===== config.mk =====
export PLATFORM = sky130hd
export DESIGN_NAME = pfm_fault_manager
export DESIGN_NICKNAME = d
export VERILOG_FILES = /design/src/verilog/pfm_pkg.sv /design/src/verilog/pfm_retry_timer.sv /design/src/verilog/pfm_fault_manager.sv
export SDC_FILE = /design/constraint.sdc
export NUM_CORES = 1
export LEC_CHECK = 0
export BUFFER_PORTS_ARGS = -buffer_cell sky130_fd_sc_hd__buf_2
export CORE_MARGIN = 2
export CORE_UTILIZATION = 50
export CTS_CLUSTER_DIAMETER = 200
export DETAILED_ROUTE_END_ITERATION = 16
export PLACE_DENSITY = 0.8
export SYNTH_ARGS = -nofsm -noshare
export SYNTH_HDL_FRONTEND = slang
export SYNTH_HIERARCHICAL = 1
export SYNTH_SLANG_ARGS = --single-unit

===== constraint.sdc =====
create_clock -name clk_sys -period 3.4 [get_ports clk_sys]
set_input_delay 0.68 -clock clk_sys [delete_from_list [all_inputs] [get_ports clk_sys]]
set_output_delay 0.68 -clock clk_sys [all_outputs]
set_load 0.03 [all_outputs]

===== src/verilog/pfm_pkg.sv =====
// Operation
// - supply lockout disables FETs, pump, logic
// - supply lockout recovers without any command
// - lockout exit latches power-on flag low
// - analog-rail undervoltage disables FETs, pump, logic
// - analog-rail recovery automatic, power-on flag low
// - buck undervoltage stops only buck FETs
// - buck undervoltage: pin low, buck flags set
// - buck recovery releases pin, flags stay
// - pump undervoltage: bridge off, pin low, auto recover
// - overvoltage acts only when enabled, auto recovers
// - overcurrent mode: latch, retry, report, ignore
// - fuse read error latches until sleep pulse
// - stall mode: latch, retry, report, ignore
// - thermal warning reported on pin only when enabled, flag always set
// - thermal shutdown: bridge off, auto recover
// - deglitched buck overcurrent: buck off, retry
package pfm_pkg;
    // ==========================================================
    // clock and times
    localparam int unsigned CLK_HZ         = 25_000_000;
    localparam int unsigned RETRY_TIME_MS  = 5;
    localparam int unsigned STALL_RETRY_MS = 500;
    localparam int unsigned BK_RETRY_MS    = 5;
    localparam int unsigned BK_DEG_NS      = 2000;
    localparam int unsigned SLEEP_RST_US   = 20;
    localparam int unsigned RETRY_CYC       = RETRY_TIME_MS * (CLK_HZ / 1000);
    localparam int unsigned STALL_RETRY_CYC = STALL_RETRY_MS * (CLK_HZ / 1000);
    localparam int unsigned BK_RETRY_CYC    = BK_RETRY_MS * (CLK_HZ / 1000);
    localparam int unsigned BK_DEG_CYC      = (BK_DEG_NS * (CLK_HZ / 1_000_000) + 999) / 1000;
    localparam int unsigned SLEEP_RST_CYC   = SLEEP_RST_US * (CLK_HZ / 1_000_000);

    // ==========================================================
    // register offsets
    localparam logic [7:0] ADR_CHIP_STAT = 8'h00;
    localparam logic [7:0] ADR_FLAGS     = 8'h04;
    localparam logic [7:0] ADR_CTRL      = 8'h08;
    localparam logic [7:0] ADR_IRQ_STAT  = 8'h0c;
    localparam logic [7:0] ADR_IRQ_MASK  = 8'h10;
    localparam logic [7:0] ADR_LIVE      = 8'h14;

    // ==========================================================
    // fault flag positions
    localparam int NFLAG     = 9;
    localparam int F_BUCK_UNDERVOLTAGE_FLAG = 0;
    localparam int F_PUMP_UV = 1;
    localparam int F_OVP     = 2;
    localparam int F_OCP     = 3;
    localparam int F_STALL   = 4;
    localparam int F_OTW     = 5;
    localparam int F_OTS     = 6;
    localparam int F_OTP     = 7;
    localparam int F_BUCK_OC = 8;

    // chip status bits
    localparam int CS_POR   = 0;
    localparam int CS_FAULT = 1;
    localparam int CS_BUCK  = 2;

    // control register fields
    localparam int CT_OV_EN   = 0;
    localparam int CT_OC_LO   = 1;
    localparam int CT_ST_LO   = 3;
    localparam int CT_OTW_EN  = 5;
    localparam int CT_CLR     = 6;
    localparam logic [5:0] CTRL_RST = 6'h00;

    // live state bits
    localparam int LV_HIZ   = 0;
    localparam int LV_BUCK  = 1;
    localparam int LV_LOGIC = 2;
    localparam int LV_FAULT = 3;

    // response selections
    localparam logic [1:0] RSP_LATCH  = 2'h0;
    localparam logic [1:0] RSP_RETRY  = 2'h1;
    localparam logic [1:0] RSP_REPORT = 2'h2;
    localparam logic [1:0] RSP_OFF    = 2'h3;
endpackage : pfm_pkg


===== src/verilog/pfm_retry_timer.sv =====
`timescale 1ns/1ps
module pfm_retry_timer #(
    parameter int unsigned CYC = 16
) (
    input  wire logic clk_sys,
    input  wire logic sys_rst,
    input  wire logic start,
    output logic      busy
);
    localparam int W = $clog2(CYC + 1);

    // ==========================================================
    // parameter check
    if (CYC < 1) begin : g_bad_cyc
        $error("retry count must be at least one");
    end

    logic [W-1:0] cnt_q;
    logic [W-1:0] cnt_d;

    // load on start, count down to zero
    assign cnt_d = start ? W'(CYC) : ((cnt_q != '0) ? cnt_q - W'(1) : cnt_q);
    assign busy  = (cnt_q != '0);

    always_ff @(posedge clk_sys or posedge sys_rst) begin
        if (sys_rst) begin
            cnt_q <= '0;
        end else begin
            cnt_q <= cnt_d;
        end
    end
endmodule : pfm_retry_timer


===== src/verilog/pfm_fault_manager.sv =====
`timescale 1ns/1ps
module pfm_fault_manager
    import pfm_pkg::*;
#(
    parameter int unsigned RETRY_N       = RETRY_CYC,
    parameter int unsigned STALL_RETRY_N = STALL_RETRY_CYC,
    parameter int unsigned BK_RETRY_N    = BK_RETRY_CYC,
    parameter int unsigned BK_DEG_N      = BK_DEG_CYC,
    parameter int unsigned SLEEP_RST_N   = SLEEP_RST_CYC
) (
    input  wire logic        clk_sys,
    input  wire logic        sys_rst,
    // wishbone slave
    input  wire logic        wb_cyc_i,
    input  wire logic        wb_stb_i,
    input  wire logic        wb_we_i,
    input  wire logic [7:0]  wb_adr_i,
    input  wire logic [3:0]  wb_sel_i,
    input  wire logic [31:0] wb_dat_i,
    output logic      [31:0] wb_dat_o,
    output logic             wb_ack_o,
    output logic             irq_o,
    // qualified comparator indications
    input  wire logic        vm_uv_i,
    input  wire logic        avdd_uv_i,
    input  wire logic        buck_undervoltage_flag_i,
    input  wire logic        pump_uv_i,
    input  wire logic        ov_i,
    input  wire logic        oc_i,
    input  wire logic        stall_i,
    input  wire logic        otw_i,
    input  wire logic        otsd_i,
    input  wire logic        otp_err_i,
    input  wire logic        buck_oc_i,
    input  wire logic        sleep_pin_n,
    // actions
    output logic             fault_pin_n,
    output logic             bridge_hiz,
    output logic             buck_off,
    output logic             pump_off,
    output logic             logic_off
);
    localparam int DW = $clog2(BK_DEG_N + 1);
    localparam int SW = $clog2(SLEEP_RST_N + 1);

    // ==========================================================
    // parameter check
    if (BK_DEG_N < 1 || SLEEP_RST_N < 1) begin : g_bad_par
        $error("deglitch and sleep pulse counts must be at least one");
    end

    // ==========================================================
    // state
    logic             ack_q;
    logic [31:0]      rdat_q;
    logic [5:0]       ctrl_q;
    logic [5:0]       ctrl_d;
    logic [NFLAG-1:0] flag_q;
    logic [NFLAG-1:0] flag_d;
    logic [NFLAG-1:0] irq_q;
    logic [NFLAG-1:0] irq_d;
    logic [NFLAG-1:0] mask_q;
    logic             por_q;
    logic             por_d;
    logic             uv_prev_q;
    logic             oc_lat_q;
    logic             st_lat_q;
    logic [DW-1:0]    deg_q;
    logic [SW-1:0]    slp_q;
    logic             slp_prev_q;
    logic             pin_q;
    logic             hiz_q;
    logic             bk_q;
    logic             lg_q;

    // ==========================================================
    // bus decode
    logic        acc;
    logic        wr_en;
    logic [31:0] be_mask;
    logic [31:0] wdat;
    logic        wr_ctrl;
    logic        wr_flags;
    logic        wr_irq;
    logic        wr_mask;
    logic [31:0] rd_mux;

    function automatic logic hit(input logic [7:0] adr, input logic [7:0] off);
        return adr[7:2] == off[7:2];
    endfunction : hit

    assign acc      = wb_cyc_i & wb_stb_i & ~ack_q;
    assign wr_en    = wb_cyc_i & wb_stb_i & wb_we_i & ack_q;
    assign be_mask  = {{8{wb_sel_i[3]}}, {8{wb_sel_i[2]}}, {8{wb_sel_i[1]}}, {8{wb_sel_i[0]}}};
    assign wdat     = wb_dat_i & be_mask;
    assign wr_ctrl  = wr_en & hit(wb_adr_i, ADR_CTRL);
    assign wr_flags = wr_en & hit(wb_adr_i, ADR_CHIP_STAT);
    assign wr_irq   = wr_en & hit(wb_adr_i, ADR_IRQ_STAT);
    assign wr_mask  = wr_en & hit(wb_adr_i, ADR_IRQ_MASK);

    // ==========================================================
    // control fields
    logic       ov_en;
    logic [1:0] oc_sel;
    logic [1:0] st_sel;
    logic       otw_en;
    logic       clr_cmd;

    assign ov_en   = ctrl_q[CT_OV_EN];
    assign oc_sel  = ctrl_q[CT_OC_LO +: 2];
    assign st_sel  = ctrl_q[CT_ST_LO +: 2];
    assign otw_en  = ctrl_q[CT_OTW_EN];
    // fault clear is a write-one pulse, never stored
    assign clr_cmd = wr_ctrl & wdat[CT_CLR];
    assign ctrl_d  = wr_ctrl ? wdat[5:0] : ctrl_q;

    // ==========================================================
    // sleep reset pulse: low long enough, then released
    logic sleep_clr;
    logic clr_any;

    assign sleep_clr = sleep_pin_n & ~slp_prev_q & (slp_q == SW'(SLEEP_RST_N));
    assign clr_any   = clr_cmd | sleep_clr;

    // ==========================================================
    // buck overcurrent deglitch
    logic bk_deg;

    assign bk_deg = buck_oc_i & (deg_q == DW'(BK_DEG_N));

    // ==========================================================
    // retry timers
    logic oc_busy;
    logic st_busy;
    logic bk_busy;
    logic oc_start;
    logic st_start;
    logic bk_start;

    assign oc_start = oc_i & (oc_sel == RSP_RETRY) & ~oc_busy;
    assign st_start = stall_i & (st_sel == RSP_RETRY) & ~st_busy;
    assign bk_start = bk_deg & ~bk_busy;

    pfm_retry_timer #(.CYC(RETRY_N)) u_oc_retry (
        .clk_sys (clk_sys),
        .sys_rst (sys_rst),
        .start   (oc_start),
        .busy    (oc_busy)
    );

    pfm_retry_timer #(.CYC(STALL_RETRY_N)) u_st_retry (
        .clk_sys (clk_sys),
        .sys_rst (sys_rst),
        .start   (st_start),
        .busy    (st_busy)
    );

    pfm_retry_timer #(.CYC(BK_RETRY_N)) u_bk_retry (
        .clk_sys (clk_sys),
        .sys_rst (sys_rst),
        .start   (bk_start),
        .busy    (bk_busy)
    );

    // ==========================================================
    // fault flag set and clear vectors
    logic [NFLAG-1:0] set_v;
    logic [NFLAG-1:0] clr_v;
    logic [NFLAG-1:0] new_v;

    assign set_v[F_BUCK_UNDERVOLTAGE_FLAG] = buck_undervoltage_flag_i;
    assign set_v[F_PUMP_UV] = pump_uv_i;
    assign set_v[F_OVP]     = ov_i & ov_en;
    assign set_v[F_OCP]     = oc_i & (oc_sel != RSP_OFF);
    assign set_v[F_STALL]   = stall_i & (st_sel != RSP_OFF);
    assign set_v[F_OTW]     = otw_i;
    assign set_v[F_OTS]     = otsd_i;
    assign set_v[F_OTP]     = otp_err_i;
    assign set_v[F_BUCK_OC] = bk_deg;
    // fuse error flag only yields to the sleep pulse
    assign clr_v = {NFLAG{clr_any}} & ~(NFLAG'(!sleep_clr) << F_OTP);
    assign new_v = set_v & ~flag_q;

    // set wins over clear for every flag
    genvar gi;
    generate
        for (gi = 0; gi < NFLAG; gi++) begin : g_flag
            assign flag_d[gi] = set_v[gi] | (flag_q[gi] & ~clr_v[gi]);
            assign irq_d[gi]  = new_v[gi] | (irq_q[gi] & ~(wr_irq & wdat[gi]));
        end
    endgenerate

    // ==========================================================
    // power-on flag, held low through and after lockout
    logic uv_any;
    logic uv_exit;

    assign uv_any  = vm_uv_i | avdd_uv_i;
    assign uv_exit = uv_prev_q & ~uv_any;
    assign por_d   = (uv_any | uv_exit) ? 1'b0 : (clr_any ? 1'b1 : por_q);

    // ==========================================================
    // latched shutdown and report holds
    logic oc_lat_d;
    logic st_lat_d;
    logic oc_latch_mode;
    logic st_latch_mode;

    assign oc_latch_mode = (oc_sel == RSP_LATCH) | (oc_sel == RSP_REPORT);
    assign st_latch_mode = (st_sel == RSP_LATCH) | (st_sel == RSP_REPORT);
    assign oc_lat_d = (oc_i & oc_latch_mode) | (oc_lat_q & ~(clr_any & ~oc_i));
    assign st_lat_d = (stall_i & st_latch_mode) | (st_lat_q & ~clr_any);

    // ==========================================================
    // actions
    logic oc_hiz;
    logic st_hiz;
    logic hiz_d;
    logic fault_d;
    logic bk_off_d;

    assign oc_hiz = (oc_sel == RSP_LATCH) & (oc_lat_q | oc_i)
                  | (oc_sel == RSP_RETRY) & (oc_i | oc_busy);
    assign st_hiz = (st_sel == RSP_LATCH) & (st_lat_q | stall_i)
                  | (st_sel == RSP_RETRY) & (stall_i | st_busy);
    // lockout states recover as soon as the supply returns
    assign hiz_d = uv_any
                 | pump_uv_i
                 | (ov_i & ov_en)
                 | oc_hiz | st_hiz
                 | otsd_i
                 | flag_q[F_OTP] | otp_err_i;
    // only the buck stage stops on buck faults
    assign bk_off_d = uv_any | buck_undervoltage_flag_i | bk_busy | bk_start;
    // pin follows live reported faults and held latches
    assign fault_d = buck_undervoltage_flag_i
                   | pump_uv_i
                   | (ov_i & ov_en)
                   | (oc_sel != RSP_OFF) & (oc_i | oc_lat_q | oc_busy)
                   | (st_sel != RSP_OFF) & (stall_i | st_lat_q | st_busy)
                   | (otw_i & otw_en)
                   | otsd_i
                   | flag_q[F_OTP] | otp_err_i
                   | bk_deg | bk_busy;

    // ==========================================================
    // read mux
    logic [31:0] chip_stat;
    logic [31:0] live;

    assign chip_stat = {29'h0, |flag_q[F_BUCK_UNDERVOLTAGE_FLAG] | flag_q[F_BUCK_OC], |flag_q, por_q};
    assign live      = {28'h0, ~pin_q, lg_q, bk_q, hiz_q};

    always_comb begin
        if (hit(wb_adr_i, ADR_CHIP_STAT)) begin
            rd_mux = chip_stat;
        end else if (hit(wb_adr_i, ADR_FLAGS)) begin
            rd_mux = {{(32-NFLAG){1'b0}}, flag_q};
        end else if (hit(wb_adr_i, ADR_CTRL)) begin
            rd_mux = {26'h0, ctrl_q};
        end else if (hit(wb_adr_i, ADR_IRQ_STAT)) begin
            rd_mux = {{(32-NFLAG){1'b0}}, irq_q};
        end else if (hit(wb_adr_i, ADR_IRQ_MASK)) begin
            rd_mux = {{(32-NFLAG){1'b0}}, mask_q};
        end else if (hit(wb_adr_i, ADR_LIVE)) begin
            rd_mux = live;
        end else begin
            rd_mux = 32'h0000_0000;
        end
    end

    // ==========================================================
    // bus registers
    always_ff @(posedge clk_sys or posedge sys_rst) begin
        if (sys_rst) begin
            ack_q  <= 1'b0;
            rdat_q <= 32'h0000_0000;
            ctrl_q <= CTRL_RST;
            mask_q <= '0;
            irq_q  <= '0;
        end else begin
            ack_q  <= acc;
            rdat_q <= acc ? rd_mux : rdat_q;
            ctrl_q <= ctrl_d;
            mask_q <= wr_mask ? wdat[NFLAG-1:0] : mask_q;
            irq_q  <= irq_d;
        end
    end

    // ==========================================================
    // fault state
    always_ff @(posedge clk_sys or posedge sys_rst) begin
        if (sys_rst) begin
            flag_q    <= '0;
            por_q     <= 1'b0;
            uv_prev_q <= 1'b0;
            oc_lat_q  <= 1'b0;
            st_lat_q  <= 1'b0;
        end else begin
            flag_q    <= flag_d;
            por_q     <= por_d;
            uv_prev_q <= uv_any;
            oc_lat_q  <= oc_lat_d;
            st_lat_q  <= st_lat_d;
        end
    end

    // ==========================================================
    // deglitch and sleep pulse counters
    always_ff @(posedge clk_sys or posedge sys_rst) begin
        if (sys_rst) begin
            deg_q      <= '0;
            slp_q      <= '0;
            slp_prev_q <= 1'b1;
        end else begin
            deg_q      <= !buck_oc_i ? '0 : ((deg_q == DW'(BK_DEG_N)) ? deg_q : deg_q + DW'(1));
            slp_q      <= sleep_pin_n ? (slp_prev_q ? '0 : slp_q)
                          : ((slp_q == SW'(SLEEP_RST_N)) ? slp_q : slp_q + SW'(1));
            slp_prev_q <= sleep_pin_n;
        end
    end

    // ==========================================================
    // output registers
    always_ff @(posedge clk_sys or posedge sys_rst) begin
        if (sys_rst) begin
            pin_q <= 1'b1;
            hiz_q <= 1'b1;
            bk_q  <= 1'b1;
            lg_q  <= 1'b1;
        end else begin
            pin_q <= ~fault_d;
            hiz_q <= hiz_d;
            bk_q  <= bk_off_d;
            lg_q  <= uv_any;
        end
    end

    assign wb_ack_o    = ack_q;
    assign wb_dat_o    = rdat_q;
    assign irq_o       = |(irq_q & mask_q);
    assign fault_pin_n = pin_q;
    assign bridge_hiz  = hiz_q;
    assign buck_off    = bk_q;
    assign pump_off    = lg_q;
    assign logic_off   = lg_q;
endmodule : pfm_fault_manager


==> results.yml, run 1 <==
logic_synthesis:
  synth_cell_types: 72
  synthTopCellsByArea: "dfrtp_1, nand2_1, o21ai_0, mux2i_1, buf_4"
  synthArstFlopShare_pct: 100
  yosysWarningCount: 6
  syn_inst: 705
  synth_top_area_share_pct: 44.5
  synth_edf_count: 0
  synth_largest_area_cell: "dfrtp_1"
  ys_seq_area_share_pct: 46.4
  ys.flop_type: "dfrtp_1"
  synthesis.area_um2: 6750
  syn_avg_cell_area_um2: 9.57
  ys_ff_latch: 125
worst_setup_path:
  crit_top_cell: "inv_1"
  crit_end: "u_bk_retry/cnt_q[5]"
  crit_type: "flop to flop"
  arrival_ns: 3.18
  worst-path-max-fanout: 10
  cp_slowest_cell: "or3b_1"
  rrSetupSlack_ns: 0.53
  cp-end-kind: "flop"
  crit_path_start_kind: "flop"
  reg2regPathDepth: 9
  r2r-start: "u_bk_retry/cnt_q[0]"
  reg2reg_to: "u_bk_retry/cnt_q[5]"
  crit_start: "u_bk_retry/cnt_q[0]"
  crit_chain: "inv_1 > ha_1 > or3b_1 > nor4_4 > buf_4 > nand2_1 > nor2_1 > inv_1 > a31o_2"
  slowest_delay_ns: 0.49
  critPathRequiredTime_ns: 3.71
min_path:
  min_path_type: "input pin to asynchronous set/reset pin"
sta:
  slew_headroom_pct: 37.2
  setup_viol: 0
  drv_slew: 0
  hold_viol_final: 0
  worst_pin_slew_ns: 0.940
  skew_ns: 0.0116
  min_period_ns: 2.87
  tns_ns: 0
  max_freq_mhz: 348
  post-route-period-util_pct: 84.5
  holdWs_ns: 0.306
  grt_setup_unrepaired: "no"
clocking:
  post_cts_buffers: 0
  cts_tree: "built"
  cts_max_path_buffers: 2
  postCtsHoldBufs: 0
  clkTransAtPathRegs_ns: 0.06
  cts_resized: 0
  htreeDepth: 4
  cts.sinks: 125
  cts_buffers: 17
  ctsRootBufferMaster: "clkbuf_16"
  insertion_delay_ns: 0.42
detailed_routing:
  totalWireLength_um: 15600
  drc: 0
  dr.pass1.iters: 5
  routedWlPerCell_um: 16.5
  via_count: 5550
  drtIter0Drc: 464
  postRouteAntennaNets: 0
  drt-vias-per-instance: 5.84
global_route:
  grt_max_degree: 28
  antenna_found_initial: 2
  track_usage_pct: 22.7
  grt_pass1_wl_um: 26000
  grt.overflow.total: 0
  grt_pass1_vias: 5273
outcome:
  status: "complete, no violations"
power:
  peakVddDrop_uv: 304
  power_density_nw_per_um2: 555
  p_sw_mw: 1.21
  p_int_mw: 3.08
  cellLeakagePower_nw: 3.07
  power_frac_comb_pct: 13.9
  p_sw_share_pct: 28.1
  power_frac_clock_pct: 42.8
  p_seq_share_pct: 43.3
flow_run:
  maxCapViolCount: 0
finish:
  fillers: 1131
  n_antenna_cell: 0
  seq_area_um2: 3130
  layout_commonest_cell: "dfrtp_1"
  multi_input_area_um2: 3320
  drive_above_1_share_pct: 16.8
  nNetsFinal: 830
  final_cell_mix: "dfrtp_1, nand2_1, o21ai_0, buf_2, nor2_1"
  syn_to_final_growth_pct: 14.4
floorplanning:
  die-area_um2: 14400
  fp-row-count: 42
  core_um2: 13200
  num_io_pins: 100
  start_util_pct: 51.2
  dieHeight_um: 120
  fp.dieW_um: 120
placed_design:
  port_buffers: 49
  place_congestion: 0.892
  dp_hpwl_um: 10500
[sequential cells by signal (all words and copies together) (netlist names), 9 cells and up]
signal            cells
u_st_retry/cnt_q     24
u_bk_retry/cnt_q     17
u_oc_retry/cnt_q     17
flag_q                9
irq_q                 9
mask_q                9
slp_q                 9
wb_dat_o              9
[through the flow]
stage / instances / worst slack [ns] / utilization, % / cell area (um2) / total power [mW]
floorplan: 727 / 0.0959 / - / 6830 / 2.31
global placement: 918 / 0.671 / 53.9 / 7120 / 2.43
detailed placement: 918 / 0.618 / 53.9 / 7120 / 2.45
CTS: 950 / 0.561 / 58.5 / 7720 / 4.31
global route: 950 / 0.295 / 58.5 / 7720 / 4.47
finish: 950 / 0.528 / 58.5 / 7720 / 4.29
[cells in the mapped netlist, types with 14 or more instances]
library cell and instances:
nand3_1 14, nor4_1 19, a21oi_1 27, or4_1 17, nor2b_1 15, nor2_1 46
buf_4 24, o21ai_0 53, dfrtp_1 120, nand2_1 82, or3_1 15, nor3_1 15
inv_1 30, clkbuf_1 14, mux2i_1 19
[cell type report]
type                    instances  area share [%]
multi-input cells             527            43.0
well taps                     176            2.85
inverters                      30            1.46
repair buffers                 60            4.24
clock inverters                 9            1.41
flip-flops and latches        125            40.6
clock buffers                  23            6.45
[cell families after synthesis]
logic type,synth area share [%]
buf+inv,5.78
other cells,0.0556
simple gates,23.9
flops,46.4
xor+xnor,2.72
mux,2.82
fa+ha+maj,1.48
compound gates,16.8
[how the worst min path moves through the flow]
stage	endpoint	cells after the start
global route	ctrl_q[4]	2
CTS	st_lat_q	2
floorplan	por_q	1
detailed placement	por_q	1
global placement	por_q	1
finish	wb_dat_o[0]	2
[metal layers]
metal / up-vias / track usage, % / wire (um)
li1: 2633 / - / -
met3: 17 / 6.13 / 783
met2: 163 / 36.3 / 7550
met5: - / 0 / 27
met4: 4 / 6.18 / 144
met1: 2733 / 30.7 / 7130
[worst max-delay path, delay by kind of cell, from the launching register on]
family | cells | cell delay, ns
buf+inv | 3 | 0.53
compound gates | 1 | 0.28
fa+ha+maj | 1 | 0.19
simple gates | 4 | 1.34
flops | 1 | 0.42
[power by group through the flow]
| stage | Sequential (mW) | Clock [mW] | Combinational, mW |
|---|---|---|---|
| 2_1_floorplan | 1.84 | 0 | 0.463 |
| 3_3_place_gp | 1.86 | 0 | 0.563 |
| 3_5_place_dp | 1.87 | 0 | 0.585 |
| 4_1_cts | 1.85 | 1.86 | 0.597 |
| 5_1_grt | 1.89 | 1.92 | 0.664 |
| 6_report | 1.86 | 1.84 | 0.597 |
Note: power is estimated with default switching activity, not from simulation.
==> run 2, diff against run 1 <==
Settings changed: ABC_AREA from default to 1, PLACE_DENSITY 0.8 to 0.77.
Clock period 3.4 ns to 2.9 ns, I/O delays scaled along.
==> run 2 against run 1 <==
Against the previous run:
- register-to-register slack worse by 0.11 ns
- clock-buffer cell count down 2
- via count up 18%
- critical path depth unchanged
- synthesized cell count up 40%
- sequential cell count unchanged
- core utilization down 0.94 points
- clock power up 28%
- fmax up 16%
- final area up 12%
- largest cell class unchanged
==> results.yml, run 2 <==
worst_setup_path:
  reg2regPathDepth: 9
  arrival_ns: 2.76
  reg2reg_to: "u_oc_retry/cnt_q[0]"
  worst-path-max-fanout: 14
  r2r-start: "u_oc_retry/cnt_q[0]"
  cp_slowest_cell: "dfrtp_1"
  cp_top_family: "simple AND/OR/NAND/NOR gates"
  critPathRequiredTime_ns: 3.18
  crit_top_cell: "inv_1"
  rrSetupSlack_ns: 0.42
  crit_path_start_kind: "flop"
  crit_type: "flop to flop"
  cp-end-kind: "flop"
  crit_chain: "inv_1 > ha_1 > nand2_2 > nor2_4 > nand3_4 > nor4_2 > inv_1 > nand4_1 > o21ai_0"
  worstPathBufferInverterCount: 2
  slowest_delay_ns: 0.37
logic_synthesis:
  synth_top_area_share_pct: 39.4
  synthArstFlopShare_pct: 100
  ys_seq_area_share_pct: 41.1
  syn_inst: 986
  synthSimpleGateAreaFrac_pct: 38.4
  synthAdderAreaFrac_pct: 1.31
  synthTopCellsByArea: "dfrtp_1, nand2_1, inv_1, nor2_1, nand3_1"
  synth_compound_area_share_pct: 9.22
  synth_xor_xnor_area_share_pct: 0.230
  synth_largest_area_cell: "dfrtp_1"
  ys.flop_type: "dfrtp_1"
  synthTopCellsByCount: "nand2_1, dfrtp_1, inv_1"
  yosysWarningCount: 6
  synth_top_family_by_area: "simple AND/OR/NAND/NOR gates"
  synth.most_common_cell: "nand2_1"
  ys_ff_latch: 125
  synth_cell_types: 50
  syn_avg_cell_area_um2: 7.74
  synthMuxAreaShare_pct: 0
  synthesis.area_um2: 7630
  synth_edf_count: 0
placed_design:
  pre_cts_ws_ns: 0.442
  place_congestion: 0.945
  placed_cell_area_um2: 8010
  dp.cells: 1219
  dp_hpwl_um: 12800
  port_buffers: 49
global_route:
  grt_pass1_vias: 6376
  grt_pass1_wl_um: 29800
  track_usage_pct: 22.8
  grt.overflow.total: 0
  antenna_found_initial: 1
  grt_max_degree: 36
floorplanning:
  num_io_pins: 100
  fp-row-count: 45
  core_um2: 15000
  start_util_pct: 50.7
  dieHeight_um: 128
  fp.dieW_um: 128
  die-area_um2: 16300
sta:
  drv_slew: 0
  worst_pin_slew_ns: 0.929
  setup_viol: 0
  tns_ns: 0
  hold_viol_final: 0
  setup_ws_ns: 0.422
  grt_setup_unrepaired: "no"
  slew_headroom_pct: 38.0
  max_freq_mhz: 404
  min_period_ns: 2.48
  skew_ns: 0.00957
  post-route-period-util_pct: 85.4
clocking:
  cts_buffers: 17
  cts_max_path_buffers: 2
  postCtsHoldBufs: 0
  htreeDepth: 4
  cts_resized: 0
  clkTransAtPathRegs_ns: 0.05
  post_cts_buffers: 0
  ctsRootBufferMaster: "clkbuf_16"
  cts.sinks: 125
  cts_tree: "built"
  insertion_delay_ns: 0.42
min_path:
  hp-start: "sleep_pin_n"
  hold_depth: 1
  hold_path_end: "slp_prev_q"
  min_path_type: "input pin to flop"
detailed_routing:
  totalWireLength_um: 17500
  drc: 0
  drtIter0Drc: 485
  routedWlPerCell_um: 14.0
  via_count: 6568
  postRouteAntennaNets: 0
  dr.pass1.iters: 5
  drt-vias-per-instance: 5.25
finish:
  regMostFlops: "u_st_retry/cnt_q"
  largest_registers: "u_st_retry/cnt_q (24), u_bk_retry/cnt_q (17), u_oc_retry/cnt_q (17)"
  instances_no_fill: 1251
  n_antenna_cell: 0
  largest_register_ffs: 24
  final_cell_mix: "nand2_1, dfrtp_1, inv_1, nor2_1, nand3_1"
  postLayoutCellArea_um2: 8660
  drive_above_1_share_pct: 21.4
  fillers: 1323
  layout_commonest_cell: "nand2_1"
  syn_to_final_growth_pct: 13.5
  nNetsFinal: 1119
power:
  peakVddDrop_uv: 396
  power_density_nw_per_um2: 604
  cellLeakagePower_nw: 4.24
flow_run:
  maxCapViolCount: 0
outcome:
  status: "complete, no violations"
run 2: cell families after synthesis:
logic type,after synthesis
adders and majority gates,8
other,1
xor gates and xnor gates,2
DFF,125
and+or+nand+nor,569
buffers and inverters,166
AOI/OAI and AO/OA,115
run 2: layer usage:
| metal | share of wire, % | global-route usage, % |
|---|---|---|
| met4 | 1.5 | 7.76 |
| met1 | 46 | 30.2 |
| met3 | 4.3 | 5.07 |
| met2 | 48 | 37.0 |
| met5 | 0.040 | 0 |
run 2: how the worst max path moves through the flow:
stage | to | depth (start not counted) | startpoint | slack, ns
CTS | u_oc_retry/cnt_q[0] | 9 | u_oc_retry/cnt_q[0] | 0.41
detailed placement | u_oc_retry/cnt_q[0] | 9 | u_oc_retry/cnt_q[0] | 0.44
global placement | u_bk_retry/cnt_q[0] | 8 | buck_oc_i | 0.48
floorplan | u_oc_retry/cnt_q[4] | 10 | u_oc_retry/cnt_q[0] | 0.03
finish | u_oc_retry/cnt_q[0] | 9 | u_oc_retry/cnt_q[0] | 0.42
global route | u_st_retry/cnt_q[22] | 10 | u_st_retry/cnt_q[0] | 0.21
run 2: area by class of cell:
type	instances	area (um2)	area share, %
Clock buffer	21	460	5.32
Clock inverter	11	189	2.18
Inverter	134	509	5.88
Multi-Input combinational cell	717	3840	44.4
Sequential cell	125	3130	36.2
Tap cell	188	235	2.72
Timing Repair Buffer	55	290	3.35
run 2: power by group:
group          leakage (nW)  internal, mW  switching [mW]
Combinational          2.47         0.261           0.486
Clock                 0.313          1.57           0.781
Sequential             1.46          1.91           0.221
Total                  4.24          3.74            1.49
run 2: per-stage QoR:
| step | total power, mW | util, % | hold WS (ns) |
|---|---|---|---|
| floorplan | 2.73 | - | 0.436 |
| global placement | 2.87 | 53.3 | 0.441 |
| detailed placement | 2.90 | 53.3 | 0.454 |
| CTS | 5.26 | 57.6 | 0.294 |
| global route | 5.47 | 57.6 | 0.292 |
| finish | 5.23 | 57.6 | 0.307 |
run 2: worst register-to-register path: stages, from the launching register on:
cell	delay [ns]
dfrtp_1	0.37
inv_1	0.16
ha_1	0.29
nand2_2	0.11
nor2_4	0.17
nand3_4	0.20
nor4_2	0.34
inv_1	0.29
nand4_1	0.32
o21ai_0	0.12
==> run 3, diff against run 2 <==
Clock period 2.9 ns to 2.7 ns, I/O delays scaled along.
==> run 3 against run 2 <==
Against the previous run:
- worst setup slack got worse by 0.077 ns
- global-route usage shrank 0.32 points
- via count hardly changed
- critical endpoint is now u_bk_retry/cnt_q[0]
- largest cell class unchanged
==> results.yml, run 3 (synthesis results as in run 2) <==
outcome:
  status: "complete, no violations"
detailed_routing:
  drtIter0Drc: 563
  drc: 0
  routedWlPerCell_um: 13.8
  totalWireLength_um: 17300
  drt-vias-per-instance: 5.23
  postRouteAntennaNets: 0
  dr.pass1.iters: 5
  via_count: 6563
clocking:
  insertion_delay_ns: 0.42
  cts_tree: "built"
  post_cts_buffers: 0
  cts_resized: 0
  cts_max_path_buffers: 2
  clkTransAtPathRegs_ns: 0.05
  htreeDepth: 4
  cts_buffers: 17
  postCtsHoldBufs: 0
  cts.sinks: 125
  ctsRootBufferMaster: "clkbuf_16"
power:
  cellLeakagePower_nw: 4.29
  peakVddDrop_uv: 467
  power_density_nw_per_um2: 657
finish:
  syn_to_final_growth_pct: 14.4
  layout_commonest_cell: "nand2_1"
  final_cell_mix: "nand2_1, dfrtp_1, inv_1, nor2_1, nand3_1"
  largest_register_ffs: 24
  instances_no_fill: 1255
  drive_above_1_share_pct: 21.7
  regMostFlops: "u_st_retry/cnt_q"
  largest_registers: "u_st_retry/cnt_q (24), u_bk_retry/cnt_q (17), u_oc_retry/cnt_q (17)"
  nNetsFinal: 1123
  postLayoutCellArea_um2: 8730
  n_antenna_cell: 0
sta:
  worst_pin_slew_ns: 0.677
  skew_ns: 0.00763
  slew_headroom_pct: 54.8
  tns_ns: 0
  max_freq_mhz: 425
  holdWs_ns: 0.0993
  grt_setup_unrepaired: "no"
  setup_viol: 0
  setup_ws_ns: 0.345
  post-route-period-util_pct: 87.2
  min_period_ns: 2.36
  hold_viol_final: 0
  drv_slew: 0
placed_design:
  port_buffers: 49
  dp.cells: 1223
  place_congestion: 0.917
  pre_cts_ws_ns: 0.347
  placed_cell_area_um2: 8050
  dp_hpwl_um: 12700
worst_setup_path:
  crit_path_start_kind: "flop"
  cp-end-kind: "flop"
  crit_type: "flop to flop"
  critPathRequiredTime_ns: 2.99
  arrival_ns: 2.64
  worst-path-max-fanout: 14
floorplanning:
  die-area_um2: 16300
  dieHeight_um: 128
  fp-row-count: 45
  core_um2: 15000
  fp.dieW_um: 128
  num_io_pins: 100
  start_util_pct: 50.7
global_route:
  track_usage_pct: 22.4
  grt_max_degree: 39
  grt_pass1_vias: 6168
  grt_pass1_wl_um: 29200
  antenna_found_initial: 0
  grt.overflow.total: 0
min_path:
  min_path_type: "input pin to asynchronous set/reset pin"
flow_run:
  maxCapViolCount: 0
[run 3: worst paths after layout]
kind                                startpoint              endpoint  cells past startpoint  slack [ns]
setup reg to reg           u_bk_retry/cnt_q[0]   u_bk_retry/cnt_q[0]                      9        0.34
hold / removal                         sys_rst              slp_q[5]                      2         0.1
min in group clk_sys               sleep_pin_n            slp_prev_q                      1        0.27
setup / recovery           u_bk_retry/cnt_q[0]   u_bk_retry/cnt_q[0]                      9        0.34
max in group asynchronous              sys_rst  u_bk_retry/cnt_q[15]                      2        1.97
hold reg to reg                      flag_q[4]              irq_q[4]                      1        0.46
[run 3: power breakdown]
group	internal (mW)	switching, mW
Sequential	2.05	0.230
Clock	1.82	0.834
Combinational	0.283	0.523
Total	4.15	1.59
[run 3: area by class of cell]
type | count | area (um2)
flip-flops and latches | 125 | 3130
repair buffers | 59 | 333
multi-input cells | 717 | 3840
fillers | 1322 | 6300
well taps | 188 | 235
inverters | 134 | 509
clock inverters | 13 | 244
clock buffers | 19 | 433
[run 3: metal layers]
layer | vias to the layer above | routed length, um | GRT usage, %
met5 | - | 0 | 0
met4 | 0 | 187 | 5.82
met1 | 3092 | 7810 | 29.1
met2 | 191 | 8450 | 37.3
met3 | 22 | 873 | 6.03
li1 | 3258 | - | -
[run 3: metrics by stage]
stage               util [%]  power [mW]
global route            58.1        6.00
finish                  58.1        5.74
floorplan                  -        2.93
global placement        53.6        3.09
detailed placement      53.6        3.11
CTS                     58.1        5.78
[run 3: worst max-delay path, stage by stage (launching register included)]
cell and delay [ns]:
dfrtp_1 0.38, inv_1 0.17, ha_1 0.31, nand2_2 0.11
nor2_4 0.18, nand3_4 0.20, nor2_1 0.20, inv_1 0.24
nand4_1 0.31, o21ai_0 0.12
